==> src/verilog/mgmt_status_regs.vh <==
`ifndef MGMT_STATUS_REGS_VH
`define MGMT_STATUS_REGS_VH

// Clock rate and timing figures
`define CLK_MHZ 125
`define T_INIT_MS 2000
`define T_RESET_MIN_US 2
// 2 us and 2000 ms in clock cycles, sized to their counters
`define RST_MIN_CYC 9'h0fa
`define INIT_CYC 28'hee6b280

// Two-wire bus slave address and byte framing
`define DEV_ADDR 7'h50
`define BYTE_BITS 4'h8

// Lower map byte addresses
`define A_STATUS2 8'h02
`define A_FLAG_FIRST 8'h03
`define A_FLAG_LAST 8'h15
`define A_LOS_FLAG 8'h03
`define A_FAULT_FLAG 8'h04
`define A_OTHER_FLAG 8'h06
`define A_CTRL_PDOWN 8'h5d
`define A_MASK_FIRST 8'h64
`define A_MASK_LAST 8'h6a

// Field positions
`define DNR_BIT 0
`define PDOWN_BIT 1
`define MASK_LOS 3'h0
`define MASK_FAULT 3'h1
`define MASK_OTHER 3'h2
`define MASK_BYTES 7

`endif

==> src/verilog/sync2.v <==
`timescale 1ns/1ps
// Two-stage synchroniser for a group of asynchronous inputs
module sync2 #(
    parameter W = 21
) (
    input wire clock,
    input wire rst_b,
    input wire ce,
    input wire [W-1:0] async_in,
    output reg [W-1:0] sync_out
);
    reg [W-1:0] meta_r;

    // First stage feeds only the second stage
    always @(posedge clock or negedge rst_b) begin
        if (!rst_b) begin
            meta_r <= {W{1'b0}};
            sync_out <= {W{1'b0}};
        end else if (ce) begin
            meta_r <= async_in;
            sync_out <= meta_r;
        end
    end
endmodule // sync2

==> src/verilog/deadline_timer.v <==
`timescale 1ns/1ps
// One-shot down counter; expired pulses load cycles after start
module deadline_timer (
    input wire clock,
    input wire rst_b,
    input wire ce,
    input wire start,
    input wire [27:0] load,
    output reg expired
);
    reg [27:0] cnt_r;
    reg run_r;

    // Restartable count, one-cycle expiry pulse
    always @(posedge clock or negedge rst_b) begin
        if (!rst_b) begin
            cnt_r <= 28'h0;
            run_r <= 1'b0;
            expired <= 1'b0;
        end else if (ce) begin
            if (start) begin
                cnt_r <= load;
                run_r <= 1'b1;
                expired <= 1'b0;
            end else if (run_r) begin
                if (cnt_r <= 28'h1) begin
                    run_r <= 1'b0;
                    expired <= 1'b1;
                end else begin
                    cnt_r <= cnt_r - 28'h1;
                end
            end else begin
                expired <= 1'b0;
            end
        end
    end
endmodule // deadline_timer

==> src/verilog/module_mgmt_status_timing.v <==
// What this block does
// - Fully functional within 2000 ms of start
// - Reset pin low for 2 us resets
// - Bus answers within 2000 ms of power-on
// - Clear data-not-ready, assert interrupt within 2000 ms
// - Fully functional within 2000 ms after reset rises
// - Interrupt goes low within 200 ms
// - Interrupt releases within 500 us of clearing read
// - Receive loss sets flag and interrupt quickly
// - Transmit fault sets flag and interrupt quickly
// - Other conditions set flag and interrupt quickly
// - Mask bit set inhibits interrupt within 100 ms
// - Mask bit cleared resumes interrupt within 100 ms
// - Select low enables bus answers within 100 us
// - Select high stops bus answers within 100 us
// - Power-down bit lowers power within 100 ms
// - Power-down cleared restores function within 300 ms
// - Fully functional once data-not-ready cleared
// - Clearing read deadlines start after stop
// - Control write deadlines start after stop
// - Flag bytes 3 to 21 read-only
// - Mask bytes 100 to 106 host-writable
`timescale 1ns/1ps
`include "mgmt_status_regs.vh"
module module_mgmt_status_timing #(
    parameter [27:0] INIT_CYCLES = `INIT_CYC
) (
    input wire clock,
    input wire rst_b,
    input wire ce,
    input wire module_reset_n_pin,
    input wire module_select_n,
    input wire low_power_request_pin,
    input wire scl_in,
    input wire sda_in,
    output reg sda_out,
    output reg sda_oe_n,
    input wire [3:0] rx_los,
    input wire [3:0] tx_fault,
    input wire [7:0] other_cond,
    output reg interrupt_out_n,
    output reg low_power_active,
    output reg fully_functional,
    output reg data_not_ready
);
    localparam [2:0] S_IDLE = 3'h0;
    localparam [2:0] S_ADDR = 3'h1;
    localparam [2:0] S_AACK = 3'h2;
    localparam [2:0] S_WR = 3'h3;
    localparam [2:0] S_WACK = 3'h4;
    localparam [2:0] S_RD = 3'h5;
    localparam [2:0] S_RACK = 3'h6;
    localparam [8:0] RST_MIN = `RST_MIN_CYC;

    // Address window test, used by read and write decoding
    function in_range;
        input [7:0] a;
        input [7:0] lo;
        input [7:0] hi;
        begin
            in_range = (a >= lo) && (a <= hi);
        end
    endfunction

    // Mask array index from a byte address
    function [2:0] mask_idx;
        input [7:0] a;
        reg [7:0] d;
        begin
            d = a - `A_MASK_FIRST;
            mask_idx = d[2:0];
        end
    endfunction

    wire rst_pin_s;
    wire sel_n_s;
    wire lp_s;
    wire scl_s;
    wire sda_s;
    wire [3:0] los_s;
    wire [3:0] fault_s;
    wire [7:0] other_s;
    wire init_done;

    reg [8:0] rl_cnt_r;
    reg boot_r;
    reg [2:0] state_r;
    reg [7:0] shift_r;
    reg [3:0] bit_r;
    reg [7:0] ptr_r;
    reg rw_r;
    reg first_r;
    reg ack_ok_r;
    reg scl_d_r;
    reg sda_d_r;
    reg init_int_r;
    reg pdown_r;
    reg [3:0] los_r;
    reg [3:0] fault_r;
    reg [7:0] other_r;
    reg [7:0] mask_r [0:`MASK_BYTES-1];
    reg [7:0] rd_data;
    integer i;

    // All pin-side inputs pass two flip-flops
    sync2 #(
        .W(21)
    ) u_sync (
        .clock(clock),
        .rst_b(rst_b),
        .ce(ce),
        .async_in({module_reset_n_pin, module_select_n, low_power_request_pin, scl_in,
            sda_in, rx_los, tx_fault, other_cond}),
        .sync_out({rst_pin_s, sel_n_s, lp_s, scl_s, sda_s, los_s, fault_s, other_s})
    );

    // Qualified reset pulse and restart of initialisation
    wire soft_rst = (rl_cnt_r == RST_MIN);
    wire init_go = boot_r | (soft_rst & rst_pin_s);

    deadline_timer u_init (
        .clock(clock),
        .rst_b(rst_b),
        .ce(ce),
        .start(init_go),
        .load(INIT_CYCLES),
        .expired(init_done)
    );

    // Bus edge and condition detection on sampled lines
    wire scl_rise = scl_s & ~scl_d_r;
    wire scl_fall = ~scl_s & scl_d_r;
    wire start_c = scl_s & scl_d_r & sda_d_r & ~sda_s;
    wire stop_c = scl_s & scl_d_r & ~sda_d_r & sda_s;
    wire bus_on = fully_functional & ~sel_n_s & ~soft_rst;
    wire load_tx = bus_on & scl_fall &
        (((state_r == S_AACK) & rw_r) | ((state_r == S_RACK) & ack_ok_r));
    wire wr_stb = bus_on & scl_fall & (state_r == S_WR) & (bit_r == `BYTE_BITS) & ~first_r;
    wire clr_los = load_tx & (ptr_r == `A_LOS_FLAG);
    wire clr_fault = load_tx & (ptr_r == `A_FAULT_FLAG);
    wire clr_other = load_tx & (ptr_r == `A_OTHER_FLAG);
    wire clr_init = load_tx & (ptr_r == `A_STATUS2);
    wire [7:0] m_los = mask_r[`MASK_LOS];
    wire [7:0] m_fault = mask_r[`MASK_FAULT];
    wire [7:0] m_other = mask_r[`MASK_OTHER];

    // Reset pin low-time counter, saturating at the minimum pulse
    always @(posedge clock or negedge rst_b) begin
        if (!rst_b) begin
            rl_cnt_r <= 9'h0;
            boot_r <= 1'b1;
        end else if (ce) begin
            boot_r <= 1'b0;
            if (rst_pin_s) begin
                rl_cnt_r <= 9'h0;
            end else if (rl_cnt_r != RST_MIN) begin
                rl_cnt_r <= rl_cnt_r + 9'h1;
            end
        end
    end

    // Readiness, data-not-ready and its interrupt source
    always @(posedge clock or negedge rst_b) begin
        if (!rst_b) begin
            fully_functional <= 1'b0;
            data_not_ready <= 1'b1;
            init_int_r <= 1'b0;
        end else if (ce) begin
            if (soft_rst || init_go) begin
                fully_functional <= 1'b0;
                data_not_ready <= 1'b1;
                init_int_r <= 1'b0;
            end else if (init_done) begin
                fully_functional <= 1'b1;
                data_not_ready <= 1'b0;
                init_int_r <= 1'b1;
            end else if (clr_init) begin
                init_int_r <= 1'b0;
            end
        end
    end

    // Latched flags; a new condition wins over a clearing read
    always @(posedge clock or negedge rst_b) begin
        if (!rst_b) begin
            los_r <= 4'h0;
            fault_r <= 4'h0;
            other_r <= 8'h00;
        end else if (ce) begin
            if (soft_rst) begin
                los_r <= 4'h0;
                fault_r <= 4'h0;
                other_r <= 8'h00;
            end else if (fully_functional) begin
                los_r <= (los_r & ~{4{clr_los}}) | los_s;
                fault_r <= (fault_r & ~{4{clr_fault}}) | fault_s;
                other_r <= (other_r & ~{8{clr_other}}) | other_s;
            end
        end
    end

    // Host-writable masks and power-down control; flag bytes take no write
    always @(posedge clock or negedge rst_b) begin
        if (!rst_b) begin
            pdown_r <= 1'b0;
            for (i = 0; i < `MASK_BYTES; i = i + 1) begin
                mask_r[i] <= 8'h00;
            end
        end else if (ce) begin
            if (soft_rst) begin
                pdown_r <= 1'b0;
                for (i = 0; i < `MASK_BYTES; i = i + 1) begin
                    mask_r[i] <= 8'h00;
                end
            end else if (wr_stb) begin
                if (ptr_r == `A_CTRL_PDOWN) begin
                    pdown_r <= shift_r[`PDOWN_BIT];
                end
                if (in_range(ptr_r, `A_MASK_FIRST, `A_MASK_LAST)) begin
                    mask_r[mask_idx(ptr_r)] <= shift_r;
                end
            end
        end
    end

    // Read data for the byte under the pointer
    always @* begin
        rd_data = 8'h00;
        if (ptr_r == `A_STATUS2) begin
            rd_data[`DNR_BIT] = data_not_ready;
        end else if (ptr_r == `A_LOS_FLAG) begin
            rd_data = {4'h0, los_r};
        end else if (ptr_r == `A_FAULT_FLAG) begin
            rd_data = {4'h0, fault_r};
        end else if (ptr_r == `A_OTHER_FLAG) begin
            rd_data = other_r;
        end else if (ptr_r == `A_CTRL_PDOWN) begin
            rd_data[`PDOWN_BIT] = pdown_r;
        end else if (in_range(ptr_r, `A_MASK_FIRST, `A_MASK_LAST)) begin
            rd_data = mask_r[mask_idx(ptr_r)];
        end
    end

    // Interrupt and power-level outputs
    always @(posedge clock or negedge rst_b) begin
        if (!rst_b) begin
            interrupt_out_n <= 1'b1;
            low_power_active <= 1'b0;
            sda_out <= 1'b0;
        end else if (ce) begin
            sda_out <= 1'b0;
            interrupt_out_n <= ~(init_int_r |
                (|(los_r & ~m_los[3:0])) |
                (|(fault_r & ~m_fault[3:0])) |
                (|(other_r & ~m_other)));
            low_power_active <= lp_s | pdown_r;
        end
    end

    // Two-wire bus slave: sample on SCL rise, change SDA on SCL fall
    always @(posedge clock or negedge rst_b) begin
        if (!rst_b) begin
            state_r <= S_IDLE;
            shift_r <= 8'h00;
            bit_r <= 4'h0;
            ptr_r <= 8'h00;
            rw_r <= 1'b0;
            first_r <= 1'b0;
            ack_ok_r <= 1'b0;
            scl_d_r <= 1'b1;
            sda_d_r <= 1'b1;
            sda_oe_n <= 1'b1;
        end else if (ce) begin
            scl_d_r <= scl_s;
            sda_d_r <= sda_s;
            if (!bus_on || stop_c) begin
                state_r <= S_IDLE;
                sda_oe_n <= 1'b1;
            end else if (start_c) begin
                state_r <= S_ADDR;
                bit_r <= 4'h0;
                sda_oe_n <= 1'b1;
            end else if (load_tx) begin
                shift_r <= rd_data;
                sda_oe_n <= rd_data[7];
                bit_r <= 4'h1;
                ptr_r <= ptr_r + 8'h01;
                state_r <= S_RD;
            end else begin
                case (state_r)
                    S_ADDR, S_WR: begin
                        if (scl_rise) begin
                            shift_r <= {shift_r[6:0], sda_s};
                            bit_r <= bit_r + 4'h1;
                        end else if (scl_fall && bit_r == `BYTE_BITS) begin
                            if (state_r == S_WR) begin
                                sda_oe_n <= 1'b0;
                                state_r <= S_WACK;
                                first_r <= 1'b0;
                                if (first_r) begin
                                    ptr_r <= shift_r;
                                end else begin
                                    ptr_r <= ptr_r + 8'h01;
                                end
                            end else if (shift_r[7:1] == `DEV_ADDR) begin
                                sda_oe_n <= 1'b0;
                                rw_r <= shift_r[0];
                                state_r <= S_AACK;
                            end else begin
                                state_r <= S_IDLE;
                            end
                        end
                    end
                    S_AACK, S_WACK: begin
                        if (scl_fall) begin
                            sda_oe_n <= 1'b1;
                            bit_r <= 4'h0;
                            state_r <= S_WR;
                            if (state_r == S_AACK) begin
                                first_r <= 1'b1;
                            end
                        end
                    end
                    S_RD: begin
                        if (scl_fall) begin
                            if (bit_r == `BYTE_BITS) begin
                                sda_oe_n <= 1'b1;
                                state_r <= S_RACK;
                            end else begin
                                sda_oe_n <= shift_r[6];
                                shift_r <= {shift_r[6:0], 1'b0};
                                bit_r <= bit_r + 4'h1;
                            end
                        end
                    end
                    S_RACK: begin
                        if (scl_rise) begin
                            ack_ok_r <= ~sda_s;
                        end else if (scl_fall) begin
                            state_r <= S_IDLE;
                        end
                    end
                    default: begin
                        state_r <= S_IDLE;
                    end
                endcase
            end
        end
    end
endmodule // module_mgmt_status_timing

==> config.mk <==
export PLATFORM = sky130hd
export DESIGN_NAME = module_mgmt_status_timing
export DESIGN_NICKNAME = d
export VERILOG_FILES = /design/src/verilog/sync2.v /design/src/verilog/deadline_timer.v /design/src/verilog/module_mgmt_status_timing.v
export VERILOG_INCLUDE_DIRS = /design/src /design/src/verilog
export SDC_FILE = /design/constraint.sdc
export NUM_CORES = 1
export LEC_CHECK = 0
export ABC_AREA = 1
export BUFFER_PORTS_ARGS = -buffer_cell sky130_fd_sc_hd__buf_2
export CORE_UTILIZATION = 50
export DETAILED_ROUTE_END_ITERATION = 8
export GPL_TIMING_DRIVEN = 0
export PLACE_DENSITY = 0.66
export SKIP_CTS_REPAIR_TIMING = 1
export SYNTH_ARGS = -nofsm -noshare
export SYNTH_HDL_FRONTEND = slang
export SYNTH_SLANG_ARGS = --single-unit
==> constraint.sdc <==
create_clock -name clock -period 2.75 [get_ports clock]
set_input_delay 0.55 -clock clock [delete_from_list [all_inputs] [get_ports clock]]
set_output_delay 0.55 -clock clock [all_outputs]
set_load 0.005 [all_outputs]
==> results.yml, run 1 <==
global_routing:
  grt-ovfl-total: 0
  antenna_found_initial: 0
  grt_usage: 0.2721
  grt_pass1_vias: 8703
  grt_pass1_wl_mm: 45.48
  grt_start_max_net_pins: 73
sta:
  slew_headroom: 0.4182
  setup_viol: 0
  worst_pin_slew_ns: 0.8695
  hold_viol_final: 0
  period_share: 0.9291
  fin_tns_setup_ns: 0
  finalClockSkew_ns: 0.01441
  rsz0062_at_grt: "false"
  period_needed_ns: 2.555
  drv_slew: 0
  fmax_mhz: 391.4
status:
  status: "finished, final reports clean"
floorplanning:
  die-area_um2: 21000
  initial_core_util: 0.5180
  die_h_um: 144.9
  die_x_um: 144.9
  fp-row-count: 51
  pin_count: 30
  core_area_um2: 19720
logic_synthesis:
  yosys_warnings: 0
  ys.flop_type: "dfrtp_1"
  syn_avg_cell_area_um2: 7.275
  ys_ff_latch: 189
  synth-seq-area-share: 0.4638
  async_flop_share: 1.000
  ys_types: 45
  syn_nets: 1438
  syn-cell-area_um2: 10210
  synth_edf_count: 0
  syn_inst: 1404
worst_setup_path:
  worstSetupPathType: "reg -> reg"
  path_buf_inv: 2
  start_kind: "flop"
  cp_cell_sequence: "buf_2 -> inv_1 -> ha_1 -> nand2_1 -> nor2_2 -> nand2_1 -> nand2_1 -> nand2_1 -> nand2_1 -> o21ai_0"
  crit_slowest_cell: "dfrtp_1"
  regToRegSetupSlack_ns: 0.19
  critPathRequiredTime_ns: 3.08
  ff2ff_path_depth: 10
  arrival_ns: 2.88
  path_max_fanout: 13
  critical_path_cell_count: 10
  slowest_delay_ns: 0.42
  crit_family: "simple AND/OR/NAND/NOR gates"
  worstSetupEndpointType: "flop"
  cp_common_cell: "nand2_1"
power:
  p_comb_frac: 0.201
  total_power_mw: 7.660
  p_sw_frac: 0.3459
  clkPwrFrac: 0.346
  irDropWorstVdd_uv: 462.6
  internal_power_mw: 5.011
  powerDensity_nw_per_um2: 671.8
  seqPwrFrac: 0.453
  power_leakage_nw: 5.815
  p_sw_mw: 2.649
routing:
  drc_errors: 0
  wl_per_cell_um: 15.61
  ant_nets: 0
  num_vias: 9152
  post_drt_via_cell_ratio: 5.290
  dr.pass1.iters: 5
  drt-initial-drc-count: 702
  routed_wl_mm: 27.01
hold_path:
  min-delay-path-class: "in -> async"
cells_and_area:
  layout_common_cells: "nand2_1, dfrtp_1, inv_1, nor2_1, o21ai_0"
  final_common_cell: "nand2_1"
  final_area_um2: 11400
  fin_nets: 1486
  post-route-util: 0.5783
  drive_gt1_frac: 0.08874
  areaGrowthSynthToFinish_pct: 11.64
  antenna_cells: 0
job:
  cap_violations: 0
placed_design:
  hpwl_mm: 20.02
  place_congestion: 0.9024
  postPlaceCellArea_um2: 10750
  port_buffers: 28
clock_network:
  numCtsBuffers: 17
  cts_sinks: 189
  clock_latency_ns: 0.44
  cts.clk_slew.worst_paths_ns: 0.08
  cts_buffer_depth: 2
  cts_tree: "yes"
  htree_levels: 4
  cts.root.buffer_cell: "clkbuf_16"
cell type report:
class | instances | area, um2
buffer | 39 | 196.4
multi-input combinational | 1032 | 4742
sequential | 189 | 4737
fill | 1909 | 8315
inverter | 143 | 536.8
clock buffer | 17 | 425.4
clock inverter | 15 | 227.7
timing repair buffer | 30 | 205.2
tap | 265 | 331.6
per-stage QoR:
stage	worst slack [ns]	std cells	hold slack, ns
floorplan	0.6649	1404	0.2544
global placement	-2.075	1697	0.4481
detailed placement	-0.09570	1699	0.4525
CTS	-0.09475	1731	0.02817
global route	0.02551	1730	0.03673
finish	0.1949	1730	0.008947
metal layers:
layer | vias to the layer above | share of wire | GRT usage
li1 | 4545 | - | -
met1 | 4254 | 0.48 | 0.4117
met2 | 310 | 0.43 | 0.4017
met3 | 43 | 0.068 | 0.04465
met4 | 0 | 0.020 | 0.07181
met5 | - | 0 | 0
cell families after synthesis:
logic type	share of synthesized area
xor+xnor	0.02144
buf+inv	0.07216
fa+ha+maj	0.01225
compound gates	0.09727
simple gates	0.3327
other cells	0.0003672
flops	0.4638
cells in the mapped netlist (5+ instances only):
cell type / n / area (um2)
nor3_1: 16 / 80.08
xnor2_1: 10 / 87.58
o21ai_1: 12 / 60.06
nand4_1: 21 / 131.4
buf_2: 10 / 50.05
nor2_1: 133 / 499.2
clkbuf_1: 19 / 71.32
o21ai_0: 98 / 490.5
buf_4: 6 / 45.04
ha_1: 10 / 125.1
nand2_2: 5 / 31.28
o22ai_1: 16 / 100.1
nand2_1: 552 / 2072
dfstp_2: 6 / 157.7
nand3_1: 71 / 355.3
xor2_1: 15 / 131.4
a21oi_1: 20 / 100.1
inv_1: 132 / 495.5
inv_2: 9 / 33.78
o211ai_1: 8 / 60.06
dfrtp_1: 183 / 4579
nor2_2: 9 / 56.30
flip-flops by register name, indices dropped and copies added, names as in the netlist, 3 cells and up:
name and flops:
rl_cnt_r 9, state_r 3, m_los 8, fault_r 4, mask_r 32, bit_r 4
other_r 8, los_r 4, shift_r 8, u_sync.sync_out 21, u_sync.meta_r 21, m_fault 8
m_other 8, ptr_r 8, u_init.cnt_r 28
worst paths after layout:
| check | start | to |
|---|---|---|
| max | ptr_r[0] | other_r[3] |
| max in group asynchronous | rst_b | interrupt_out_n |
| min | rst_b | mask_r[10] |
| min reg2reg | sda_oe_n | sda_oe_n |
| max reg2reg | ptr_r[0] | other_r[3] |
| min in group clock | other_cond[7] | u_sync.meta_r[7] |
power by group through the flow:
| stage | Sequential, mW | Combinational, mW | Clock (mW) |
|---|---|---|---|
| 2_1_floorplan | 3.40 | 1.14 | 0 |
| 3_3_place_gp | 3.51 | 1.49 | 0 |
| 3_5_place_dp | 3.51 | 1.53 | 0 |
| 4_1_cts | 3.46 | 1.54 | 2.69 |
| 5_1_grt | 3.51 | 1.81 | 2.79 |
| 6_report | 3.47 | 1.54 | 2.65 |
Power figures use the tool's default switching activity.
==> run 2, diff against run 1 <==
--- a/config.mk
+++ b/config.mk
@@ -6,8 +6,9 @@
 export SDC_FILE = /design/constraint.sdc
 export NUM_CORES = 1
 export LEC_CHECK = 0
-export ABC_AREA = 1
+export ABC_AREA = 0
 export BUFFER_PORTS_ARGS = -buffer_cell sky130_fd_sc_hd__buf_2
+export CORE_ASPECT_RATIO = 1.4
 export CORE_UTILIZATION = 50
 export DETAILED_ROUTE_END_ITERATION = 8
 export GPL_TIMING_DRIVEN = 0
==> results.yml, run 2 <==
status:
  status: "finished, final reports clean"
sta:
  fmax_mhz: 376.0
  drv_slew: 0
  slew_headroom: 0.4853
  setup_viol: 0
  hold_viol_final: 0
  rsz0062_at_grt: "false"
  layout_setup_ws_ns: 0.09041
  whs_ns: 0.05270
  worst_pin_slew_ns: 0.7655
  period_needed_ns: 2.660
  fin_tns_setup_ns: 0
  finalClockSkew_ns: 0.01428
  period_share: 0.9671
routing:
  drt-initial-drc-count: 521
  ant_nets: 0
  drc_errors: 0
  num_vias: 7558
  dr.pass1.iters: 5
  routed_wl_mm: 25.33
  post_drt_via_cell_ratio: 6.195
  wl_per_cell_um: 20.76
global_routing:
  grt_pass1_vias: 7527
  grt_start_max_net_pins: 120
  antenna_found_initial: 0
  grt_pass1_wl_mm: 41.17
  grt-ovfl-total: 0
  grt_usage: 0.2743
cells_and_area:
  drive_gt1_frac: 0.1814
  top_register: "mask_r"
  fill_cells: 1641
  antenna_cells: 0
  layout_common_cells: "dfrtp_1, a22o_1, nand2_1"
  areaGrowthSynthToFinish_pct: 13.45
  fin_nets: 997
  largestRegisters: "mask_r: 32 flops, u_init.cnt_r: 28 flops"
  largest_reg_flops: 32
  final_common_cell: "dfrtp_1"
  final_area_um2: 10770
  multi_input_area_um2: 4498
  seq_area_um2: 4737
clock_network:
  cts_tree: "yes"
  numCtsBuffers: 17
  htree_levels: 4
  cts.clk_slew.worst_paths_ns: 0.08
  cts_sinks: 189
  cts_buffer_depth: 2
  cts.root.buffer_cell: "clkbuf_16"
  clock_latency_ns: 0.45
logic_synthesis:
  ys.flop_type: "dfrtp_1"
  yosysMostFrequentCell: "dfrtp_1"
  synthTopCellsByArea: "dfrtp_1, a22o_1, mux2_2"
  synth_edf_count: 0
  syn_nets: 945
  ys_types: 74
  async_flop_share: 1.000
  synth-seq-area-share: 0.4991
  yosys_warnings: 0
  synth_top_area_share: 0.4825
  ys_ff_latch: 189
  syn-cell-area_um2: 9490
  syn_avg_cell_area_um2: 10.42
  syn_inst: 911
  yosysTopAreaCell: "dfrtp_1"
  yosys-top-cells-count: "dfrtp_1, a22o_1, nand2_1"
power:
  power_leakage_nw: 4.777
  irDropWorstVdd_uv: 431.7
  total_power_mw: 6.151
  powerDensity_nw_per_um2: 571.3
worst_setup_path:
  timing.rr.end: "mask_r[31]"
  ff2ff_path_depth: 6
  worstSetupPathType: "reg -> reg"
  regToRegSetupSlack_ns: 0.09
  crit-reg2reg-launch: "ptr_r[0]"
  arrival_ns: 2.99
  path_max_fanout: 10
  worstSetupEndpointType: "flop"
  start_kind: "flop"
  critPathRequiredTime_ns: 3.09
placed_design:
  place_congestion: 0.9503
  postPlaceCellArea_um2: 9973
  place_ws_ns: -0.4515
  hpwl_mm: 17.81
  port_buffers: 28
floorplanning:
  die-area_um2: 19540
  fp-row-count: 59
  pin_count: 30
  core_area_um2: 18600
  initial_core_util: 0.5102
  die_h_um: 165.0
  die_x_um: 118.4
hold_path:
  min-delay-path-class: "in -> async"
job:
  cap_violations: 0
-- run 2: final cells by class --
class | instances | area share
Buffer | 55 | 0.02231
Clock buffer | 17 | 0.03951
Clock inverter | 15 | 0.01952
Inverter | 34 | 0.01185
Multi-Input combinational cell | 631 | 0.4178
Sequential cell | 189 | 0.4400
Tap cell | 244 | 0.02836
Timing Repair Buffer | 35 | 0.02069
-- run 2: how the worst max path moves through the flow --
stage                   from          endpoint
floorplan           ptr_r[0]        shift_r[1]
global placement       rst_b  u_init.cnt_r[24]
detailed placement  ptr_r[0]        other_r[5]
CTS                 ptr_r[0]        other_r[5]
global route         scl_d_r          sda_oe_n
finish              ptr_r[0]        mask_r[31]
-- run 2: critical path: stages, from the launching register on --
cell,delay (ns)
dfrtp_1,0.41
clkbuf_4,0.27
clkbuf_1,0.55
nand3_1,0.42
o21ai_0,0.30
nand2_1,0.27
a22o_1,0.33
-- run 2: metal layers --
| layer | wire length, um | vias up | track usage |
|---|---|---|---|
| met4 | 899 | 0 | 0.1272 |
| met5 | 0 | - | 0 |
| met3 | 1085 | 65 | 0.03867 |
| li1 | - | 3485 | - |
| met2 | 12700 | 245 | 0.4727 |
| met1 | 10650 | 3763 | 0.3426 |
-- run 2: cell families after synthesis --
group           synth area share
simple gates              0.1595
xor+xnor                 0.02030
compound gates            0.1942
buf+inv                  0.03823
fa+ha+maj                0.01318
flops                     0.4991
mux                      0.07502
other cells            0.0003951
-- run 2: power breakdown --
group	leakage, nW	switching, mW	internal (mW)
Clock	0.300	1.26	1.33
Sequential	2.40	0.121	2.92
Combinational	2.07	0.300	0.211
-- run 2: stage by stage --
stage | util | cells
floorplan | - | 911
global placement | 0.5341 | 1183
detailed placement | 0.5361 | 1184
CTS | 0.5703 | 1216
global route | 0.5788 | 1220
finish | 0.5788 | 1220
